File: src/vector_place_pkg.sv
`default_nettype none
package vector_place_pkg;
    // Widths
    localparam int PC_W        = 12;
    localparam int IDX_W       = 5;
    localparam int SIZE_W      = 2;
    localparam int APB_AW      = 12;
    localparam int APB_DW      = 32;

    // Register byte offsets
    localparam logic [APB_AW-1:0] GIC_OFFSET    = 12'h000;
    localparam logic [APB_AW-1:0] STATUS_OFFSET = 12'h004;

    // Control register fields
    localparam int VCE_BIT  = 0;
    localparam int VSEL_BIT = 1;
    localparam logic [1:0] GIC_RESET = 2'h0;

    // Status register fields
    localparam int ST_BLOCK_BIT    = 0;
    localparam int ST_SUPPRESS_BIT = 1;
    localparam int ST_IN_BOOT_BIT  = 2;
    localparam int ST_HOLD_BIT     = 3;
    localparam int ST_COUNT_LSB    = 4;
    localparam int ST_COUNT_W      = 2;
    localparam int ST_START_LSB    = 8;

    // Change window length in core cycles
    localparam int CHANGE_WINDOW_CYCLES = 4;
    localparam logic [ST_COUNT_W-1:0] WINDOW_LOAD = 2'h3;

    // Addresses in flash words
    localparam logic [PC_W-1:0] APP_RESET_ADDR   = 12'h000;
    localparam logic [PC_W-1:0] APP_START        = 12'h000;
    localparam logic [PC_W-1:0] VEC_TABLE_OFFSET = 12'h001;
    localparam logic [PC_W-1:0] BOOT_START_2K    = 12'hc00;

    // Vector indices, one word each
    localparam logic [IDX_W-1:0] EXTERNAL_IRQ0_VECTOR        = 5'h01;
    localparam logic [IDX_W-1:0] STORE_PROGRAM_READY_VECTOR  = 5'h12;

    // Fuse and lock encoding
    localparam logic FUSE_PROGRAMMED = 1'b0;
    localparam logic FUSE_SYNC_RESET = 1'b1;

    typedef enum logic [1:0] {
        CHG_IDLE,
        CHG_OPEN,
        CHG_HOLD
    } chg_state_t;
endpackage
`default_nettype wire

File: src/boot_map_if.sv
`default_nettype none
interface boot_map_if;
    logic [vector_place_pkg::SIZE_W-1:0] size_code;
    logic [vector_place_pkg::PC_W-1:0]   fetch_pc;
    logic                                 vector_select;
    logic                                 app_lock_bit;
    logic                                 boot_lock_bit;
    logic [vector_place_pkg::PC_W-1:0]   boot_start;
    logic                                 in_boot;
    logic                                 lock_suppress;

    modport ctrl (
        output size_code,
        output fetch_pc,
        output vector_select,
        output app_lock_bit,
        output boot_lock_bit,
        input  boot_start,
        input  in_boot,
        input  lock_suppress
    );
    modport map (
        input  size_code,
        input  fetch_pc,
        input  vector_select,
        input  app_lock_bit,
        input  boot_lock_bit,
        output boot_start,
        output in_boot,
        output lock_suppress
    );
endinterface
`default_nettype wire

File: src/boot_section_map.sv
`default_nettype none
module boot_section_map #(
    parameter logic [3:0][vector_place_pkg::PC_W-1:0] BOOT_STARTS = {4{vector_place_pkg::BOOT_START_2K}}
) (
    boot_map_if.map bm
);
    always_comb begin
        // Boot start chosen by the size fuses
        bm.boot_start = BOOT_STARTS[bm.size_code];
        bm.in_boot    = (bm.fetch_pc >= bm.boot_start);
        // Lock bits hold interrupts off in the section away from the vectors
        bm.lock_suppress =
            (bm.vector_select && (bm.app_lock_bit == vector_place_pkg::FUSE_PROGRAMMED)
                && !bm.in_boot)
            || (!bm.vector_select
                && (bm.boot_lock_bit == vector_place_pkg::FUSE_PROGRAMMED)
                && bm.in_boot);
    end
endmodule
`default_nettype wire

File: src/interrupt_vector_placement.sv
`default_nettype none
// Contract
// - Vector select clear puts the vector table at flash start, set moves it to boot start.
// - The boot section start comes from the boot size fuses, word c00 for a 2K-byte section.
// - A programmed boot reset fuse fetches reset at boot start, else at 000 whatever the select.
// - With a 2K boot section and relocated vectors, vectors run one word each from c01 to c12.
// - Change enable clears itself four cycles after being set, or at once on a select write.
// - Interrupts are blocked from the enable cycle until the instruction after the select write.
// - With no select write, interrupts stay blocked four cycles and are then released.
// - The automatic block never touches the global interrupt enable flag.
// - Vectors in boot with the application lock programmed block interrupts in application code.
// - Vectors in application with the boot lock programmed block interrupts in boot code.
// - A boot reset fuse at one is unprogrammed and at zero is programmed.
// - The table starts at 001 in application space and at boot reset address plus 001 in boot.
module interrupt_vector_placement #(
    parameter logic [3:0][vector_place_pkg::PC_W-1:0] BOOT_STARTS = {4{vector_place_pkg::BOOT_START_2K}}
) (
    input  wire logic                                   pclk,
    input  wire logic                                   presetn,
    input  wire logic                                   psel,
    input  wire logic                                   penable,
    input  wire logic                                   pwrite,
    input  wire logic [vector_place_pkg::APB_AW-1:0]    paddr,
    input  wire logic [vector_place_pkg::APB_DW-1:0]    pwdata,
    input  wire logic [3:0]                             pstrb,
    output logic      [vector_place_pkg::APB_DW-1:0]    prdata,
    output logic                                        pready,
    output logic                                        pslverr,
    input  wire logic                                   boot_reset_fuse,
    input  wire logic [vector_place_pkg::SIZE_W-1:0]    boot_size_fuses,
    input  wire logic                                   app_lock_bit,
    input  wire logic                                   boot_lock_bit,
    input  wire logic [vector_place_pkg::PC_W-1:0]      fetch_pc,
    input  wire logic                                   instr_done,
    input  wire logic                                   irq_pending,
    input  wire logic [vector_place_pkg::IDX_W-1:0]     irq_index,
    input  wire logic                                   global_irq_enable,
    output logic      [vector_place_pkg::PC_W-1:0]      reset_vector_addr,
    output logic      [vector_place_pkg::PC_W-1:0]      vector_table_start,
    output logic      [vector_place_pkg::PC_W-1:0]      irq_vector_addr,
    output logic                                        irq_block,
    output logic                                        irq_take
);
    function automatic logic reg_hit(input logic [vector_place_pkg::APB_AW-1:0] a,
                                     input logic [vector_place_pkg::APB_AW-1:0] off);
        reg_hit = (a == off);
    endfunction

    boot_map_if bm ();

    logic                                      rst_fuse_m_q;
    logic                                      rst_fuse_q;
    logic [vector_place_pkg::SIZE_W-1:0]       size_m_q;
    logic [vector_place_pkg::SIZE_W-1:0]       size_q;
    logic                                      app_lock_m_q;
    logic                                      app_lock_q;
    logic                                      boot_lock_m_q;
    logic                                      boot_lock_q;
    logic                                      vsel_q;
    logic                                      vce_q;
    logic [vector_place_pkg::ST_COUNT_W-1:0]   count_q;
    vector_place_pkg::chg_state_t              state_q;
    logic                                      access;
    logic                                      gic_hit;
    logic                                      status_hit;
    logic                                      gic_wr;
    logic                                      wdata_vce;
    logic                                      wdata_vsel;
    logic                                      change_block;
    logic [vector_place_pkg::PC_W-1:0]         vec_base;
    logic [vector_place_pkg::APB_DW-1:0]       rd_d;
    logic [vector_place_pkg::APB_DW-1:0]       prdata_q;

    // Fuse and lock pins cross into the core clock
    always_ff @(posedge pclk or negedge presetn) begin
        if (!presetn) begin
            rst_fuse_m_q  <= vector_place_pkg::FUSE_SYNC_RESET;
            rst_fuse_q    <= vector_place_pkg::FUSE_SYNC_RESET;
            size_m_q      <= '0;
            size_q        <= '0;
            app_lock_m_q  <= vector_place_pkg::FUSE_SYNC_RESET;
            app_lock_q    <= vector_place_pkg::FUSE_SYNC_RESET;
            boot_lock_m_q <= vector_place_pkg::FUSE_SYNC_RESET;
            boot_lock_q   <= vector_place_pkg::FUSE_SYNC_RESET;
        end else begin
            rst_fuse_m_q  <= boot_reset_fuse;
            rst_fuse_q    <= rst_fuse_m_q;
            size_m_q      <= boot_size_fuses;
            size_q        <= size_m_q;
            app_lock_m_q  <= app_lock_bit;
            app_lock_q    <= app_lock_m_q;
            boot_lock_m_q <= boot_lock_bit;
            boot_lock_q   <= boot_lock_m_q;
        end
    end

    assign bm.size_code     = size_q;
    assign bm.fetch_pc      = fetch_pc;
    assign bm.vector_select = vsel_q;
    assign bm.app_lock_bit  = app_lock_q;
    assign bm.boot_lock_bit = boot_lock_q;

    boot_section_map #(
        .BOOT_STARTS (BOOT_STARTS)
    ) u_map (
        .bm (bm.map)
    );

    // APB decode, zero wait states
    assign access     = psel && penable;
    assign gic_hit    = reg_hit(paddr, vector_place_pkg::GIC_OFFSET);
    assign status_hit = reg_hit(paddr, vector_place_pkg::STATUS_OFFSET);
    assign gic_wr     = access && pwrite && gic_hit && pstrb[0];
    assign wdata_vce  = pwdata[vector_place_pkg::VCE_BIT];
    assign wdata_vsel = pwdata[vector_place_pkg::VSEL_BIT];
    assign pready     = 1'b1;
    assign pslverr    = access && !(gic_hit || status_hit);

    // Change procedure state
    always_ff @(posedge pclk or negedge presetn) begin
        if (!presetn) begin
            state_q <= vector_place_pkg::CHG_IDLE;
        end else if (gic_wr && wdata_vce) begin
            state_q <= vector_place_pkg::CHG_OPEN;
        end else begin
            unique case (state_q)
                vector_place_pkg::CHG_IDLE: begin
                    state_q <= vector_place_pkg::CHG_IDLE;
                end
                vector_place_pkg::CHG_OPEN: begin
                    if (gic_wr) begin
                        state_q <= vector_place_pkg::CHG_HOLD;
                    end else if (count_q == '0) begin
                        state_q <= vector_place_pkg::CHG_IDLE;
                    end
                end
                vector_place_pkg::CHG_HOLD: begin
                    if (instr_done) begin
                        state_q <= vector_place_pkg::CHG_IDLE;
                    end
                end
                default: begin
                    state_q <= vector_place_pkg::CHG_IDLE;
                end
            endcase
        end
    end

    // Change enable bit and its four-cycle window
    always_ff @(posedge pclk or negedge presetn) begin
        if (!presetn) begin
            vce_q   <= vector_place_pkg::GIC_RESET[vector_place_pkg::VCE_BIT];
            count_q <= '0;
        end else if (gic_wr && wdata_vce) begin
            vce_q   <= 1'b1;
            count_q <= vector_place_pkg::WINDOW_LOAD;
        end else if (vce_q && gic_wr) begin
            vce_q   <= 1'b0;
            count_q <= '0;
        end else if (vce_q) begin
            if (count_q == '0) begin
                vce_q <= 1'b0;
            end else begin
                count_q <= count_q - 1'b1;
            end
        end
    end

    // Vector select, writable only inside the window
    always_ff @(posedge pclk or negedge presetn) begin
        if (!presetn) begin
            vsel_q <= vector_place_pkg::GIC_RESET[vector_place_pkg::VSEL_BIT];
        end else if (gic_wr && !wdata_vce && vce_q) begin
            vsel_q <= wdata_vsel;
        end
    end

    // Interrupt blocking, global enable left untouched
    assign change_block = (gic_wr && wdata_vce)
                          || (state_q != vector_place_pkg::CHG_IDLE);
    assign irq_block = change_block || bm.lock_suppress;
    assign irq_take  = irq_pending && global_irq_enable && !irq_block;

    // Vector placement
    assign vec_base = vsel_q ? bm.boot_start : vector_place_pkg::APP_START;
    assign vector_table_start = vec_base + vector_place_pkg::VEC_TABLE_OFFSET;
    assign irq_vector_addr = vec_base + {{(vector_place_pkg::PC_W-vector_place_pkg::IDX_W){1'b0}},
                             irq_index};
    assign reset_vector_addr = (rst_fuse_q == vector_place_pkg::FUSE_PROGRAMMED)
                               ? bm.boot_start
                               : vector_place_pkg::APP_RESET_ADDR;

    // Read data
    always_comb begin
        rd_d = '0;
        if (gic_hit) begin
            rd_d[vector_place_pkg::VCE_BIT]  = vce_q;
            rd_d[vector_place_pkg::VSEL_BIT] = vsel_q;
        end else if (status_hit) begin
            rd_d[vector_place_pkg::ST_BLOCK_BIT]    = change_block;
            rd_d[vector_place_pkg::ST_SUPPRESS_BIT] = bm.lock_suppress;
            rd_d[vector_place_pkg::ST_IN_BOOT_BIT]  = bm.in_boot;
            rd_d[vector_place_pkg::ST_HOLD_BIT]     = (state_q == vector_place_pkg::CHG_HOLD);
            rd_d[vector_place_pkg::ST_COUNT_LSB +: vector_place_pkg::ST_COUNT_W] = count_q;
            rd_d[vector_place_pkg::ST_START_LSB +: vector_place_pkg::PC_W] = bm.boot_start;
        end
    end

    always_ff @(posedge pclk or negedge presetn) begin
        if (!presetn) begin
            prdata_q <= '0;
        end else if (psel && !penable && !pwrite) begin
            prdata_q <= rd_d;
        end
    end
    assign prdata = prdata_q;
endmodule
`default_nettype wire

File: config.mk
export PLATFORM = sky130hd
export DESIGN_NAME = interrupt_vector_placement
export DESIGN_NICKNAME = d
export VERILOG_FILES = /design/src/vector_place_pkg.sv /design/src/boot_map_if.sv /design/src/boot_section_map.sv /design/src/interrupt_vector_placement.sv
export SDC_FILE = /design/constraint.sdc
export NUM_CORES = 1
export LEC_CHECK = 0
export BUFFER_PORTS_ARGS = -buffer_cell sky130_fd_sc_hd__buf_2
export CAP_MARGIN = 15
export CORE_AREA = 2 2 101 103
export CTS_BUF_LIST = sky130_fd_sc_hd__clkbuf_8
export DETAILED_ROUTE_END_ITERATION = 8
export DIE_AREA = 0 0 103 105
export GPL_ROUTABILITY_DRIVEN = 0
export PLACE_DENSITY = 0.63
export SLEW_MARGIN = 10
export SYNTH_ARGS = -nofsm -noshare
export SYNTH_HDL_FRONTEND = slang
export SYNTH_HIERARCHICAL = 1
export SYNTH_SLANG_ARGS = --single-unit
export TNS_END_PERCENT = 10
File: constraint.sdc
create_clock -name pclk -period 1.2 [get_ports pclk]
set_clock_uncertainty 0.1 [all_clocks]
set_input_delay 0 -clock pclk [delete_from_list [all_inputs] [get_ports pclk]]
set_output_delay 0 -clock pclk [all_outputs]
set_load 0.005 [all_outputs]
==> summary.md <==
| Metric | Value |
|---|---|
| Status | complete, but fails checks |
| Failing checks | negative setup slack |
| # H-tree levels | 2 |
| Final nets | 419 |
| Grt met3 use | 3.144% |
| Global-route wire length before repair | 9611 µm |
| Clk sinks | 30 |
| I/O pin count | 150 |
| Port Buffers | 64 |
| Synth warnings | 6 |
| P&R area growth vs syn | 33.77% |
| Hold WC Path Type | input pin to register |
| Mapped Cells | 253 |
| Most common cell after layout, fill and taps aside | buf_2 |
| Unrepaired setup endpoints after global routing | true |
| Most used routing layer in global routing | met2 |
| Number of antenna diodes | 0 |
| Power Internal | 0.002048 W |
| Tightest Pin Transition | 0.6678 ns |
| Number of buffers created by CTS | 5 |
| Sw Ratio | 22.31% |
| DR iter-0 viols | 72 |
| DRC errors left | 0 |
| Slew Limit Fails | 0 |
| Leak | 1.458 nW |
| DIE WIDTH | 103 µm |
| Finished Layout Cells | 469 |
| DIE AREA | 10820 µm² |
| Final setup vio count | 10 |
| Placed insts | 453 |
| Router iterations before antenna repair | 5 |
| Critical path type | register to primary output |
| Final Hold Vio Count | 0 |
| Slowest CP cell | dfstp_2 |
| Vias | 2077 |
| Syn_area_per_cell | 8.976 µm² |
| Critical Path Max Stage Delay | 0.52 ns |
| GRT overflow | 0 |
| Max IR drop VDD | 0.5458 mV |
| Critical path startpoint | bm.boot_lock_bit |
| Most frequent cells in the layout | 64 x buf_2, 27 x conb_1, 22 x dfrtp_1 |
| Final ANT Viol Nets | 0 |
| Initial antenna violation count | 0 |
| Met2 Track Usage GR | 18.32% |
| Post-Syn Area | 2271 µm² |
| Switch Pwr | 0.0005883 W |
| Clock Latency Late Sink | 0.28 ns |
| CORE AREA | 9639 µm² |
| Fin crit share | 137.3% |
| Critical Path AT | 1.55 ns |
| Flop pwr share | 39.3% |
| CTS clk-pin slew, worst paths | 0.07 ns |
| FF-to-FF Start | bm.boot_lock_bit |
| Max-cap violations | 0 |
| Final core utilization | 31.52% |
| Routed WL | 6097 µm |
| Final worst slack | -0.4477 ns |
| Crit path required time | 1.10 ns |
| Clock Power Share | 48.8% |
| Fillers | 1047 |
| Comb pwr share | 11.9% |
| Critical-path maximum fanout | 2 |
| Largest net degree at the start of global routing | 31 |
| CTS Root Cell | clkbuf_8 |
| Pwr per Cell Area | 867.8 nW/µm² |
| Vias per std cell | 4.429 |
| CP endpoint kind | primary output |
| Core Rows | 36 |
| Slew HR | 55.48% |
| Drt wl/cell | 13.00 µm |
| Tot GR Track Use | 11.25% |
| Die Y | 105 µm |
| CTS max path bufs | 2 |
| Vias in the first global route | 1931 |
| Critical path cell sequence | nor2_1 > a22o_1 > nor3_2 > and4_1 > buf_2 |
| HPWL Detailed | 4925 µm |
| TritonCTS clock tree | built |
| Max frequency | 606.9 MHz |
| Placed instance area | 2760 µm² |
| Met1 Use GR | 15.07% |
| Fin crit period | 1.648 ns |
| Starting Density | 23.56% |
| Crit start category | register |
| Design Area, Final | 3038 µm² |
| Share of layout cells above drive strength 1 | 35.71% |
| Min-delay src | paddr[2] |
worst max-delay path: cells and delay by family (launching register included):
kind	cells	cell delay [ns]
AO/OA/AOI/OAI	1	0.24
AND/OR/NAND/NOR	3	0.39
buffers and inverters	1	0.10
flip-flops	1	0.52
state kept, by name (all words and copies together), names as in the netlist:
name,count
boot_lock_m_q,1
prdata,18
vce_q,1
rst_fuse_m_q,1
state_q,2
bm.vector_select,1
rst_fuse_q,1
count_q,2
bm.boot_lock_bit,1
app_lock_m_q,1
app_lock_q,1
layout make-up:
| cell class | instances | area, µm² | share of cell area [%] |
|---|---|---|---|
| clock buffers | 6 | 82.58 | 2.718 |
| well taps | 133 | 166.4 | 5.478 |
| flip-flops and latches | 30 | 760.7 | 25.04 |
| repair buffers | 93 | 570.5 | 18.78 |
| clock inverters | 2 | 60.06 | 1.977 |
| inverters | 6 | 22.52 | 0.7414 |
| multi-input cells | 199 | 1375 | 45.26 |
power by group through the flow:
stage	Combinational [W]	Clock (W)	Sequential [W]
2_1_floorplan	0.000211	0	0.00105
3_3_place_gp	0.000263	0	0.00106
3_5_place_dp	0.000268	0	0.00106
4_1_cts	0.000289	0.00130	0.00104
5_1_grt	0.000354	0.00135	0.00104
6_report	0.000314	0.00129	0.00104
repair_timing:
action,in CTS,in global routing
gates resized for setup,10,6
setup endpoints to repair,12,14
hold endpoints to repair,31,0
pin swaps,4,0
hold buffers,8,0
setup buffers,0,0
routing by layer:
layer,up-vias,wire length (µm)
met3,4,375
met4,0,24
met5,-,0
met1,993,2722
li1,1009,-
met2,71,2974
worst paths after layout:
kind,slack [ns],cells past startpoint,end
max,-0.45,5,irq_take
min,0.1,4,prdata[0]
min in group asynchronous,0.18,2,prdata[8]
min reg2reg,0.26,0,app_lock_q
max reg2reg,-0.08,4,prdata[1]
max in group asynchronous,0.35,2,state_q[1]
through the flow:
| step | power [W] | setup WS [ns] | hold slack [ns] | setup TNS (ns) |
|---|---|---|---|---|
| floorplan | 0.001261 | -0.05644 | -0.3956 | -0.1771 |
| global placement | 0.001319 | -0.2179 | -0.03058 | -2.224 |
| detailed placement | 0.001323 | -0.2474 | -0.03266 | -2.386 |
| CTS | 0.002623 | -0.4708 | 0.1214 | -2.314 |
| global route | 0.002738 | -0.5135 | 0.09806 | -2.792 |
| finish | 0.002636 | -0.4477 | 0.09599 | -2.036 |
Note: power is estimated with default switching activity, not from simulation.
